`config.mk`:
```
export PLATFORM = sky130hd
export DESIGN_NAME = umode_top
export DESIGN_NICKNAME = d
export VERILOG_FILES = /design/src/rtl/umode_pkg.sv /design/src/rtl/umode_top.sv
export VERILOG_INCLUDE_DIRS = /design/src /design/src/rtl
export SDC_FILE = /design/constraint.sdc
export NUM_CORES = 1
export LEC_CHECK = 0
export BUFFER_PORTS_ARGS = -buffer_cell sky130_fd_sc_hd__buf_2
export CAP_MARGIN = 5
export CORE_MARGIN = 3
export CORE_UTILIZATION = 55
export DETAILED_ROUTE_END_ITERATION = 10
export GPL_TIMING_DRIVEN = 0
export HOLD_SLACK_MARGIN = 0.15
export PLACE_DENSITY = 0.79
export SYNTH_ARGS = -nofsm -noshare
export SYNTH_HDL_FRONTEND = slang
export SYNTH_SLANG_ARGS = --single-unit
```
`constraint.sdc`:
```
create_clock -name clk_sys -period 3.5 [get_ports clk_sys]
set_input_delay 0 -clock clk_sys [delete_from_list [all_inputs] [get_ports clk_sys]]
set_output_delay 0 -clock clk_sys [all_outputs]
set_load 0.05 [all_outputs]
```
`src/rtl/umode_defines.svh`:
```
// Offsets, field positions, reset values and timing counts of the mode block.
`ifndef UMODE_DEFINES_SVH
`define UMODE_DEFINES_SVH
`define UMODE_OFF_MODE 12'h000
`define UMODE_OFF_DIV 12'h004
`define UMODE_OFF_TXDATA 12'h008
`define UMODE_OFF_RXDATA 12'h00C
`define UMODE_OFF_STATUS 12'h010
`define UMODE_BIT_STOP 0
`define UMODE_BIT_HS 3
`define UMODE_BIT_INV 4
`define UMODE_BIT_AUTO_RATE_MEASURE_ENABLE 5
`define UMODE_MODE_MASK 16'h003F
`define UMODE_MODE_RST 16'h0000
`define UMODE_DIV_RST 16'h0000
`define UMODE_SYNC_CHAR 8'h55
`define UMODE_OVS_HS 5'h04
`define UMODE_OVS_STD 5'h10
`define UMODE_SYNC_EDGES 3'h4
`endif

```
`src/rtl/umode_pkg.sv`:
```
// Types shared by the mode block.
package umode_pkg;
  // Data and parity selection encodings.
  typedef enum logic [1:0] {
    UMODE_D8_NONE = 2'h0,
    UMODE_D8_EVEN = 2'h1,
    UMODE_D8_ODD = 2'h2,
    UMODE_D9_NONE = 2'h3
  } umode_dps_t;
  // Decoded mode fields travel together.
  typedef struct packed {
    logic auto_rate_measure_enable;
    logic rx_idle_polarity_invert;
    logic high_speed_oversample_select;
    umode_dps_t data_parity_select;
    logic stop_bit_count_select;
  } umode_cfg_t;
  // Transfer state, one-hot.
  typedef enum logic [4:0] {
    UMODE_IDLE = 5'h01,
    UMODE_START = 5'h02,
    UMODE_DATA = 5'h04,
    UMODE_PAR = 5'h08,
    UMODE_STOP = 5'h10
  } umode_st_t;
endpackage

```
`src/rtl/umode_top.sv`:
```
// UART with mode register: auto-baud, polarity, oversampling, framing.
//
// Overview of operation
// - Auto-baud measures rate on next 55h character
// - Hardware clears auto-baud bit when measurement ends
// - Invert bit makes receive idle level zero
// - High-speed bit gives four ticks per bit
// - Clear high-speed bit gives sixteen ticks
// - Field 11 nine bits, 00 eight bits
// - Field 10 odd, 01 even parity
`timescale 1ns/1ps
`include "umode_defines.svh"
module umode_top import umode_pkg::*; (
  // Clock and reset.
  input wire logic clk_sys,
  input wire logic rst_n,
  // APB slave.
  input wire logic psel,
  input wire logic penable,
  input wire logic pwrite,
  input wire logic [11:0] paddr,
  input wire logic [31:0] pwdata,
  output logic [31:0] prdata,
  output logic pready,
  output logic pslverr,
  // Serial pins.
  input wire logic serial_receive_line,
  output logic serial_transmit_line
);
  // --------------------------------------------------------------------
  // Register file
  // --------------------------------------------------------------------
  logic [15:0] mode_q; // Mode fields, low six bits implemented.
  logic [15:0] div_q; // Baud generator divisor, ticks minus one.
  logic [8:0] txd_q; // Character waiting to go out.
  logic tx_pend_q; // Transmit request pending.
  logic [8:0] rxd_q; // Last received character.
  logic rx_full_q; // Receive data valid, cleared by read.
  logic perr_q; // Parity error of last character.
  logic ferr_q; // Framing error of last character.
  logic [31:0] prdata_q; // Registered read data.
  umode_cfg_t cfg;
  assign cfg.auto_rate_measure_enable = mode_q[`UMODE_BIT_AUTO_RATE_MEASURE_ENABLE];
  assign cfg.rx_idle_polarity_invert = mode_q[`UMODE_BIT_INV];
  assign cfg.high_speed_oversample_select = mode_q[`UMODE_BIT_HS];
  assign cfg.data_parity_select = umode_dps_t'(mode_q[2:1]);
  assign cfg.stop_bit_count_select = mode_q[`UMODE_BIT_STOP];
  // Bus decode of the address and of the access phase.
  wire acc = psel & penable;
  wire wr = acc & pwrite;
  wire rd = acc & ~pwrite;
  wire hit_mode = paddr == `UMODE_OFF_MODE;
  wire hit_div = paddr == `UMODE_OFF_DIV;
  wire hit_tx = paddr == `UMODE_OFF_TXDATA;
  wire hit_rx = paddr == `UMODE_OFF_RXDATA;
  wire hit_st = paddr == `UMODE_OFF_STATUS;
  wire unmapped = ~(hit_mode | hit_div | hit_tx | hit_rx | hit_st);
  // Reads wait one cycle so that prdata comes straight from a flip-flop;
  // writes answer in their first access cycle.
  logic rd_ack_q; // Read data latched, the access may end.
  wire rd_first = rd & ~rd_ack_q;
  assign pready = ~rd | rd_ack_q;
  // The wait flag stands for exactly one cycle of each read.
  always_ff @(posedge clk_sys or negedge rst_n) begin
    if (!rst_n) begin
      rd_ack_q <= 1'b0;
    end else begin
      rd_ack_q <= rd_first;
    end
  end
  assign pslverr = acc & unmapped;
  assign prdata = prdata_q;
  // --------------------------------------------------------------------
  // Framing helpers
  // --------------------------------------------------------------------
  // Number of data bits for a selection.
  function automatic logic [3:0] nbits(input umode_dps_t s);
    nbits = (s == UMODE_D9_NONE) ? 4'h9 : 4'h8;
  endfunction
  // Parity bit expected or sent for eight data bits.
  function automatic logic parbit(input umode_dps_t s, input logic [7:0] d);
    parbit = (s == UMODE_D8_ODD) ? ~(^d) : (^d);
  endfunction
  wire par_on = (cfg.data_parity_select == UMODE_D8_EVEN) |
                (cfg.data_parity_select == UMODE_D8_ODD);
  wire [4:0] ovs = cfg.high_speed_oversample_select ?
                   `UMODE_OVS_HS : `UMODE_OVS_STD;
  wire [4:0] ovs_half = {1'b0, ovs[4:1]};
  // --------------------------------------------------------------------
  // Baud generator: one tick every div_q+1 clocks
  // --------------------------------------------------------------------
  logic [15:0] bcnt_q;
  wire tick = bcnt_q == 16'h0000;
  // Counter reloads from the divisor each time it reaches zero.
  always_ff @(posedge clk_sys or negedge rst_n) begin
    if (!rst_n) begin
      bcnt_q <= 16'h0000;
    end else begin
      bcnt_q <= tick ? div_q : bcnt_q - 16'h0001;
    end
  end
  // --------------------------------------------------------------------
  // Receive pin synchroniser and polarity
  // --------------------------------------------------------------------
  logic [2:0] rx_sync_q;
  logic rx_line_q; // Filtered line, already in idle-high sense.
  // Change accepted only when stages two and three agree.
  always_ff @(posedge clk_sys or negedge rst_n) begin
    if (!rst_n) begin
      rx_sync_q <= 3'h7;
      rx_line_q <= 1'b1;
    end else begin
      rx_sync_q <= {rx_sync_q[1:0], serial_receive_line};
      if (rx_sync_q[1] == rx_sync_q[2]) begin
        rx_line_q <= rx_sync_q[2] ^ cfg.rx_idle_polarity_invert;
      end
    end
  end
  // --------------------------------------------------------------------
  // Auto-baud measurement
  // --------------------------------------------------------------------
  // A 55h sync character gives five falling edges; start to fifth
  // spans eight bit times, so the count divided by 8*ovs, minus one, is the divisor.
  // The remote must send 55h first, otherwise the result is garbage.
  logic line_d_q; // Previous filtered line for edge detection.
  logic [2:0] ab_edges_q; // Falling edges seen in the sync field.
  logic [23:0] ab_cnt_q; // Clocks since the start edge.
  wire fall = line_d_q & ~rx_line_q;
  wire ab_done = cfg.auto_rate_measure_enable & fall &
                 (ab_edges_q == `UMODE_SYNC_EDGES);
  // The count stops one short of the span, since the fifth edge cycle is not added.
  wire [23:0] ab_span = ab_cnt_q + 24'h000001;
  wire [23:0] ab_div = cfg.high_speed_oversample_select ?
                       (ab_span >> 5) : (ab_span >> 7);
  // Edge count and clock count run only while measuring.
  always_ff @(posedge clk_sys or negedge rst_n) begin
    if (!rst_n) begin
      line_d_q <= 1'b1;
      ab_edges_q <= 3'h0;
      ab_cnt_q <= 24'h000000;
    end else begin
      line_d_q <= rx_line_q;
      if (!cfg.auto_rate_measure_enable || ab_done) begin
        ab_edges_q <= 3'h0;
        ab_cnt_q <= 24'h000000;
      end else if (fall) begin
        ab_edges_q <= ab_edges_q + 3'h1;
        ab_cnt_q <= (ab_edges_q == 3'h0) ? 24'h000000 : ab_cnt_q + 24'h000001;
      end else if (ab_edges_q != 3'h0) begin
        ab_cnt_q <= ab_cnt_q + 24'h000001;
      end
    end
  end
  // --------------------------------------------------------------------
  // Receiver
  // --------------------------------------------------------------------
  umode_st_t rst_q; // Receive state.
  logic [4:0] rsub_q; // Tick count inside a bit.
  logic [3:0] ridx_q; // Data bit index.
  logic [8:0] rsh_q; // Shift register, LSB first.
  logic rstop_q; // Second stop bit pending.
  wire rmid = tick & (rsub_q == ovs - 5'h01);
  wire rx_run = ~cfg.auto_rate_measure_enable; // Sync character is not data.
  wire rx_done = (rst_q == UMODE_STOP) & rmid & ~(rstop_q & rx_line_q);
  wire rx_perr_d = par_on & (rsh_q[8] != parbit(cfg.data_parity_select, rsh_q[7:0]));
  // Only the nine-bit mode hands bit 8 on; a received parity bit stays inside.
  wire [8:0] rx_char = (cfg.data_parity_select == UMODE_D9_NONE) ?
                       rsh_q : {1'b0, rsh_q[7:0]};
  // Receive state machine, centre-sampled.
  always_ff @(posedge clk_sys or negedge rst_n) begin
    if (!rst_n) begin
      rst_q <= UMODE_IDLE;
      rsub_q <= 5'h00;
      ridx_q <= 4'h0;
      rsh_q <= 9'h000;
      rstop_q <= 1'b0;
    end else begin
      if (tick) begin
        rsub_q <= rmid ? 5'h00 : rsub_q + 5'h01;
      end
      case (rst_q)
        UMODE_IDLE: begin
          if (rx_run && fall) begin
            rst_q <= UMODE_START;
            rsub_q <= ovs - ovs_half; // Next wrap lands mid start bit.
          end
        end
        UMODE_START: begin
          if (rmid) begin
            rst_q <= rx_line_q ? UMODE_IDLE : UMODE_DATA;
            ridx_q <= 4'h0;
            rsh_q <= 9'h000;
          end
        end
        UMODE_DATA: begin
          if (rmid) begin
            rsh_q[ridx_q] <= rx_line_q;
            ridx_q <= ridx_q + 4'h1;
            if (ridx_q == nbits(cfg.data_parity_select) - 4'h1) begin
              rst_q <= par_on ? UMODE_PAR : UMODE_STOP;
              rstop_q <= cfg.stop_bit_count_select;
            end
          end
        end
        UMODE_PAR: begin
          if (rmid) begin
            rsh_q[8] <= rx_line_q;
            rst_q <= UMODE_STOP;
          end
        end
        UMODE_STOP: begin
          if (rmid) begin
            if (rstop_q && rx_line_q) begin
              rstop_q <= 1'b0;
            end else begin
              rst_q <= UMODE_IDLE;
            end
          end
        end
        default: rst_q <= UMODE_IDLE;
      endcase
    end
  end
  // --------------------------------------------------------------------
  // Transmitter
  // --------------------------------------------------------------------
  umode_st_t tst_q;
  logic [4:0] tsub_q;
  logic [3:0] tidx_q;
  logic [8:0] tsh_q;
  logic tstop_q;
  logic tx_q;
  wire tend = tick & (tsub_q == ovs - 5'h01);
  wire tx_take = (tst_q == UMODE_IDLE) & tx_pend_q & tick;
  assign serial_transmit_line = tx_q;
  // Transmit state machine, one bit per ovs ticks.
  always_ff @(posedge clk_sys or negedge rst_n) begin
    if (!rst_n) begin
      tst_q <= UMODE_IDLE;
      tsub_q <= 5'h00;
      tidx_q <= 4'h0;
      tsh_q <= 9'h000;
      tstop_q <= 1'b0;
      tx_q <= 1'b1;
    end else begin
      if (tick) begin
        tsub_q <= tend ? 5'h00 : tsub_q + 5'h01;
      end
      case (tst_q)
        UMODE_IDLE: begin
          tx_q <= 1'b1;
          if (tx_take) begin
            tst_q <= UMODE_START;
            tsub_q <= 5'h00;
            tsh_q <= txd_q;
            tx_q <= 1'b0;
          end
        end
        UMODE_START: begin
          if (tend) begin
            tst_q <= UMODE_DATA;
            tidx_q <= 4'h0;
            tx_q <= tsh_q[0];
          end
        end
        UMODE_DATA: begin
          if (tend) begin
            tidx_q <= tidx_q + 4'h1;
            if (tidx_q == nbits(cfg.data_parity_select) - 4'h1) begin
              tst_q <= par_on ? UMODE_PAR : UMODE_STOP;
              tx_q <= par_on ? parbit(cfg.data_parity_select, tsh_q[7:0]) : 1'b1;
              tstop_q <= cfg.stop_bit_count_select;
            end else begin
              tx_q <= tsh_q[tidx_q + 4'h1];
            end
          end
        end
        UMODE_PAR: begin
          if (tend) begin
            tst_q <= UMODE_STOP;
            tx_q <= 1'b1;
          end
        end
        UMODE_STOP: begin
          if (tend) begin
            if (tstop_q) begin
              tstop_q <= 1'b0;
            end else begin
              tst_q <= UMODE_IDLE;
            end
          end
        end
        default: tst_q <= UMODE_IDLE;
      endcase
    end
  end
  // --------------------------------------------------------------------
  // Register writes, hardware updates and reads
  // --------------------------------------------------------------------
  // Hardware clear of auto-baud wins over a same-cycle write, since the
  // measurement has finished and the divisor has been replaced.
  always_ff @(posedge clk_sys or negedge rst_n) begin
    if (!rst_n) begin
      mode_q <= `UMODE_MODE_RST;
      div_q <= `UMODE_DIV_RST;
      txd_q <= 9'h000;
      tx_pend_q <= 1'b0;
      rxd_q <= 9'h000;
      rx_full_q <= 1'b0;
      perr_q <= 1'b0;
      ferr_q <= 1'b0;
      prdata_q <= 32'h00000000;
    end else begin
      if (wr && hit_mode) mode_q <= pwdata[15:0] & `UMODE_MODE_MASK;
      if (ab_done) mode_q[`UMODE_BIT_AUTO_RATE_MEASURE_ENABLE] <= 1'b0;
      if (ab_done) div_q <= ab_div[15:0] - 16'h0001;
      else if (wr && hit_div) div_q <= pwdata[15:0];
      if (wr && hit_tx && !tx_pend_q) begin
        txd_q <= pwdata[8:0];
        tx_pend_q <= 1'b1;
      end else if (tx_take) begin
        tx_pend_q <= 1'b0;
      end
      // Receive flags: a new character wins over a clearing access.
      if (rx_done) begin
        rxd_q <= rx_char;
        rx_full_q <= 1'b1;
        perr_q <= rx_perr_d;
        ferr_q <= ~rx_line_q;
      end else begin
        if (rd_first && hit_rx) rx_full_q <= 1'b0;
        if (wr && hit_st) begin
          perr_q <= perr_q & ~pwdata[2];
          ferr_q <= ferr_q & ~pwdata[3];
        end
      end
      if (rd_first) begin
        prdata_q <= hit_mode ? {16'h0000, mode_q} :
                    hit_div ? {16'h0000, div_q} :
                    hit_rx ? {23'h000000, rxd_q} :
                    hit_st ? {28'h0000000, ferr_q, perr_q, rx_full_q, tx_pend_q} :
                    32'h00000000;
      end
    end
  end
endmodule

```
# Word level (Yosys, flattened, before mapping)
# Cells that the tools add are included.
dict set report word_totals {
  register_bits 174
  out_inout_bits 35
  word_cells 245
}
dict set report op_classes {
  n_addsub 11
  n_lt_le_gt_ge 3
  n_eq_ne 39
  muxes 87
  n_bitwise 36
  n_reduce_logical 40
}
# cell count
set op_table {}
lappend op_table {{5-bit 2-to-1 mux} 24}
lappend op_table {{16-bit 2-to-1 mux} 6}
lappend op_table {{24-bit 2-to-1 mux} 4}
lappend op_table {{5-bit one-hot mux with 5 select lines} 2}
lappend op_table {{9-bit 2-to-1 mux} 4}
lappend op_table {{16-bit by 1-bit subtractor with 16-bit output (second input constant)} 2}
lappend op_table {{1-bit 2-to-1 mux} 28}
lappend op_table {{2-bit inequality test (second input constant)} 14}
lappend op_table {{24-bit by 1-bit adder with 24-bit output (second input constant)} 1}
lappend op_table {{12-bit by 4-bit equality test with 1-bit output (second input constant)} 2}
lappend op_table {{4-bit 2-to-1 mux} 5}
lappend op_table {{2-bit nonzero test} 10}
lappend op_table {{1-bit bitwise AND} 18}
lappend op_table {{16-bit zero test} 1}
lappend op_table {{4-bit one-hot mux with 2 select lines} 2}
lappend op_table {{8-bit one-hot mux with 2 select lines} 1}
lappend op_table {{8-bit XOR reduction} 2}
lappend op_table {{7-bit AND reduction} 2}
lappend op_table {{12-bit by 3-bit equality test with 1-bit output (second input constant)} 1}
lappend op_table {{12-bit by 5-bit equality test with 1-bit output (second input constant)} 1}
lappend op_table {{12-bit zero test} 1}
lappend op_table {{4-bit AND reduction} 3}
lappend op_table {{1-bit NOT} 11}
lappend op_table {{5-bit by 1-bit adder with 5-bit output (second input constant)} 2}
lappend op_table {{39 further kinds} 69}

# Longest topological paths before layout
dict set report depth {
  ltp_word 8
  mapped_depth 11
  depth_no_buf 10
}

# Worst setup path after synthesis
# No wires, ideal clock.
dict set report synth_path {
  path_kind {reg-to-reg}
  from {reg ab_cnt_q[0]}
  to {reg div_q[11]}
  setup_time_ns 0.137
  t_arrival_ns 2.444
  t_required_ns 3.363
  slack_ns 0.919
  path_stages_with_launch 10
  n_path_buf 0
  cell_sequence {dfrtp_1 -> ha_1 -> nand4_2 -> nor4_4 -> mux2_4 -> a22oi_1 -> nor2b_2 -> and2_1 -> a221o_1 -> a21boi_1}
}
dict set report synth_between {
  elab_chain_cells 4
}
# element line
set synth_lines {}
lappend synth_lines {{start: declaration} umode_top.sv:127} ;# logic [23:0] ab_cnt_q;
lappend synth_lines {{start signal: assignment} umode_top.sv:148} ;# ab_cnt_q <= (ab_edges_q == 3'h0) ? 24'h000000 : ab_cnt_q + 24'h000001;
lappend synth_lines {{start signal: assignment} umode_top.sv:150} ;# ab_cnt_q <= ab_cnt_q + 24'h000001;
lappend synth_lines {{24-bit by 1-bit adder with 24-bit output} n/a}
lappend synth_lines {{16-bit 2-to-1 mux} umode_top.sv:133} ;# wire [23:0] ab_div = cfg.high_speed_oversample_select ?
lappend synth_lines {{16-bit by 1-bit subtractor with 16-bit output} umode_top.sv:316} ;# if (ab_done) div_q <= ab_div[15:0] - 16'h0001;
lappend synth_lines {{16-bit 2-to-1 mux} umode_top.sv:316}
lappend synth_lines {{end signal: assignment} umode_top.sv:305} ;# div_q <= `UMODE_DIV_RST;
lappend synth_lines {{end signal: assignment} umode_top.sv:316}
lappend synth_lines {{end signal: assignment} umode_top.sv:317} ;# else if (wr && hit_div) div_q <= pwdata[15:0];
lappend synth_lines {{end: declaration} umode_top.sv:34} ;# logic [15:0] div_q;
# Every way passes these cells.
# A chain may end at the register's enable or synchronous reset.

# Worst setup path in the final report
dict set report layout_path {
  from {reg mode_q[3]}
  to {reg div_q[14]}
}
dict set report layout_between {
  elab_chain_cells 3
}
# element line
set layout_lines {}
lappend layout_lines {{start: declaration} umode_top.sv:33} ;# logic [15:0] mode_q;
lappend layout_lines {{start signal: assignment} umode_top.sv:304} ;# mode_q <= `UMODE_MODE_RST;
lappend layout_lines {{start signal: assignment} umode_top.sv:314} ;# if (wr && hit_mode) mode_q <= pwdata[15:0] & `UMODE_MODE_MASK;
lappend layout_lines {{16-bit 2-to-1 mux} umode_top.sv:133}
lappend layout_lines {{16-bit by 1-bit subtractor with 16-bit output} umode_top.sv:316}
lappend layout_lines {{16-bit 2-to-1 mux} umode_top.sv:316}
# Every way passes these cells.

==> results.sh <==
export IMPL_status="finished, final reports clean"
export IMPL_place_area_mm2=0.009646
export IMPL_pwr_share_clk=0.449
export IMPL_initialDrtViolationCount=726
export IMPL_tritoncts="done"
export IMPL_cts_root_buf="clkbuf_16"
export IMPL_yosysTopAreaCellShare=0.4129
export IMPL_synthCells=985
export IMPL_die_area_mm2=0.01799
export IMPL_cp_cell_sequence="clkbuf_1, buf_2, buf_1, clkbuf_1, nand3_1, a211oi_2, nand4b_1, xor2_1, a21oi_1"
export IMPL_die_h_um=134.1
export IMPL_hold_viol=0
export IMPL_synth_flop_cell="dfrtp_1"
export IMPL_routed_wl_um=22180
export IMPL_fmax_ghz=0.3304
export IMPL_p_per_area_mw_per_mm2=402.6
export IMPL_port_buffers=51
export IMPL_antenna_found_initial=0
export IMPL_grt_busiest_layer="met2"
export IMPL_drive_above_1_share=0.1617
export IMPL_synth_top_family_by_area="simple AND/OR/NAND/NOR gates"
export IMPL_p_int_w=0.003137
export IMPL_combPwrFrac=0.100
export IMPL_grt_max_degree=102
export IMPL_min_period_ns=3.027
export IMPL_worstPathRequired_ns=3.79
export IMPL_fp_row_count=46
export IMPL_worst_slew_pin_slew_ns=1.157
export IMPL_async_flop_share=1.000
export IMPL_avgSynthCellArea_um2=9.167
export IMPL_grt_pass1_vias=7376
export IMPL_arrival_ns=3.32
export IMPL_use_met1=0.3379
export IMPL_met2_usage=0.4189
export IMPL_die_w_um=134.1
export IMPL_p_switching_w=0.001088
export IMPL_gp_congestion=0.8944
export IMPL_syn_area_mm2=0.009030
export IMPL_synth_simple_area_share=0.2441
export IMPL_maxCapViolations=0
export IMPL_synthMuxAreaShare=0.05224
export IMPL_synthAdderAreaFrac=0.01940
export IMPL_synth_edff_count=0
export IMPL_final_common_cell="nand2_1"
export IMPL_synth_cell_types=84
export IMPL_finalClockSkew_ns=0.01474
export IMPL_cts_setup_buffers=0
export IMPL_drt_first_pass_iters=7
export IMPL_cts_max_level=4
export IMPL_finalSetupTns_ns=0
export IMPL_cts_repair_resized=0
export IMPL_grt_ovfl_total=0
export IMPL_path_common_cell="clkbuf_1"
export IMPL_avgRoutedWirePerCell_um=16.76
export IMPL_drc_errors=0
export IMPL_synth_warnings=0
export IMPL_finalInstanceArea_mm2=0.01050
export IMPL_rsz0062_at_grt="no"
export IMPL_yosysTopAreaCell="dfrtp_1"
export IMPL_max_stage_delay_ns=0.47
export IMPL_cts_sinks=157
export IMPL_ys_ff_latch=157
export IMPL_worstSetupEndpointType="flop"
export IMPL_cts_hold_buffers=23
export IMPL_cts_buffers=17
export IMPL_period_share=0.8648
export IMPL_avgViaCountPerCell=5.800
export IMPL_seqPwrFrac=0.451
export IMPL_synthXorXnorAreaFrac=0.05917
export IMPL_postRouteAntennaNets=0
export IMPL_synth_compound_area_share=0.1455
export IMPL_final_cell_mix="170 x nand2_1, 149 x dfrtp_1, 84 x nor2_1, 69 x o21ai_0, 60 x buf_2"
export IMPL_layout_nets=1158
export IMPL_area_growth_syn_to_layout_pct=16.23
export IMPL_drv_slew=0
export IMPL_clockBufferDepth=2
export IMPL_crit_type="flop to flop"
export IMPL_hp_class="input pin to flop"
export IMPL_ir_drop_mv=0.2939
export IMPL_grt_util_all_layers=0.2535
export IMPL_maxSlewHeadroom=0.2267
export IMPL_cpMaxStageDelayCell="buf_1"
export IMPL_clkTransAtPathRegs_ns=0.07
export IMPL_cp_max_fo=10
export IMPL_p_sw_frac=0.2576
export IMPL_grt_first_pass_wirelength_um=36610
export IMPL_core_area_mm2=0.01600
export IMPL_hpwl_um=15630
export IMPL_power_leakage_nw=4.807
export IMPL_initial_core_util=0.5644
export IMPL_use_met3=0.04464
export IMPL_synthTopCellsByArea="dfrtp_1 41%, nand2_1 7.1%, o21ai_0 3.8%"
export IMPL_setup_violations=0
export IMPL_antennaDiodeCount=0
export IMPL_num_vias=7673
export IMPL_fin_hold_ws_ns=0.1713
export IMPL_worstSkewPairLatency_ns=0.44
export IMPL_seq_area_frac_synth=0.4362
export IMPL_ioPinCount=85
export IMPL_start_kind="flop"
[Yosys cell counts (5+ instances only)]
master	instances
a211oi_1	15
a21oi_1	38
a222oi_1	6
and2_1	6
and3_1	12
and4_1	6
buf_2	10
buf_4	17
clkbuf_1	33
dfrtp_1	149
dfstp_2	8
ha_1	14
inv_1	15
mux2_2	24
mux2i_1	13
nand2_1	170
nand2b_1	12
nand3_1	35
nand3b_1	7
nand4_1	11
nand4b_1	5
nor2_1	84
nor2b_1	15
nor3_1	17
nor4_1	8
o21ai_0	69
o22ai_1	5
o31ai_1	15
or3_1	12
xnor2_1	34
xor2_1	27
[stage by stage]
| stage | instances | worst slack (ns) | util | power, W |
|---|---|---|---|---|
| floorplan | 1000 | 0.9186 | - | 0.002211 |
| global placement | 1267 | 0.07541 | 0.6007 | 0.002321 |
| detailed placement | 1268 | 0.5155 | 0.6028 | 0.002337 |
| CTS | 1323 | 0.5054 | 0.6559 | 0.004228 |
| global route | 1323 | 0.1752 | 0.6559 | 0.004370 |
| finish | 1323 | 0.4731 | 0.6559 | 0.004225 |
[path summary, 6_finish.rpt]
| path | slack, ns | startpoint | depth (start not counted) | end |
|---|---|---|---|---|
| worst max-delay path | 0.47 | mode_q[3]$_DFFE_PN0P_ | 9 | div_q[14]$_DFFE_PN0P_ |
| worst min-delay path | 0.17 | pwrite | 5 | prdata[6]$_DFFE_PN0P_ |
| worst max register to register | 0.47 | mode_q[3]$_DFFE_PN0P_ | 9 | div_q[14]$_DFFE_PN0P_ |
| worst min register to register | 0.36 | rx_sync_q[0]$_DFF_PN1_ | 0 | rx_sync_q[1]$_DFF_PN1_ |
| max in group asynchronous | 2.30 | rst_n | 4 | rx_sync_q[2]$_DFF_PN1_ |
| min in group asynchronous | 0.66 | rst_n | 3 | tst_q[0]$_DFFE_PN1P_ |
[power by group through the flow]
| stage | Clock (W) | Sequential, W | Combinational (W) |
|---|---|---|---|
| 3_5_place_dp | 0 | 0.00194 | 0.000401 |
| 2_1_floorplan | 0 | 0.00195 | 0.000260 |
| 6_report | 0.00190 | 0.00190 | 0.000423 |
| 3_3_place_gp | 0 | 0.00193 | 0.000388 |
| 4_1_cts | 0.00190 | 0.00190 | 0.000426 |
| 5_1_grt | 0.00199 | 0.00191 | 0.000472 |
[metal layers]
layer  vias to the layer above  share of wire  wire length [um]
met5                         -              0                 0
met4                         0          0.026               570
met3                        41          0.057              1264
met2                       265           0.49             10780
met1                      3685           0.43              9561
li1                       3682              -                 -
[cell families (layout without fill, tap and decap cells)]
group	after synthesis	after routing
flip-flops	157	157
other	1	16
adder cells (fa/ha/maj)	14	14
AO/OA/AOI/OAI	199	199
buffers and inverters	81	188
AND/OR/NAND/NOR	431	431
XOR/XNOR	61	61
multiplexers	41	41
[area by class of cell]
| cell class | instances | area (um^2) |
|---|---|---|
| timing repair buffer | 75 | 536.8 |
| clock buffer | 22 | 474.2 |
| fill | 1257 | 5505 |
| buffer | 64 | 324.1 |
| sequential | 157 | 3939 |
| tap | 216 | 270.3 |
| multi-input combinational | 762 | 4760 |
| clock inverter | 10 | 127.6 |
| inverter | 17 | 63.81 |
[flip-flops by register name, indices dropped and copies added (netlist names), 4 cells and up]
signal and cells:
rst_q 5, rsub_q 5, tsh_q 9, tidx_q 4
div_q 16, bcnt_q 16, tst_q 5, txd_q 9
rsh_q 9, mode_q 6, ab_cnt_q 23, tsub_q 5
prdata 16, rxd_q 9, ridx_q 4
[critical path: cells and delay by family (launching register included)]
kind,cells,cell delay (ns)
compound gates,2,0.44
xor+xnor,1,0.19
buf+inv,4,1.62
flops,1,0.33
simple gates,2,0.31
No activity file was read; power rests on OpenSTA's default activity.
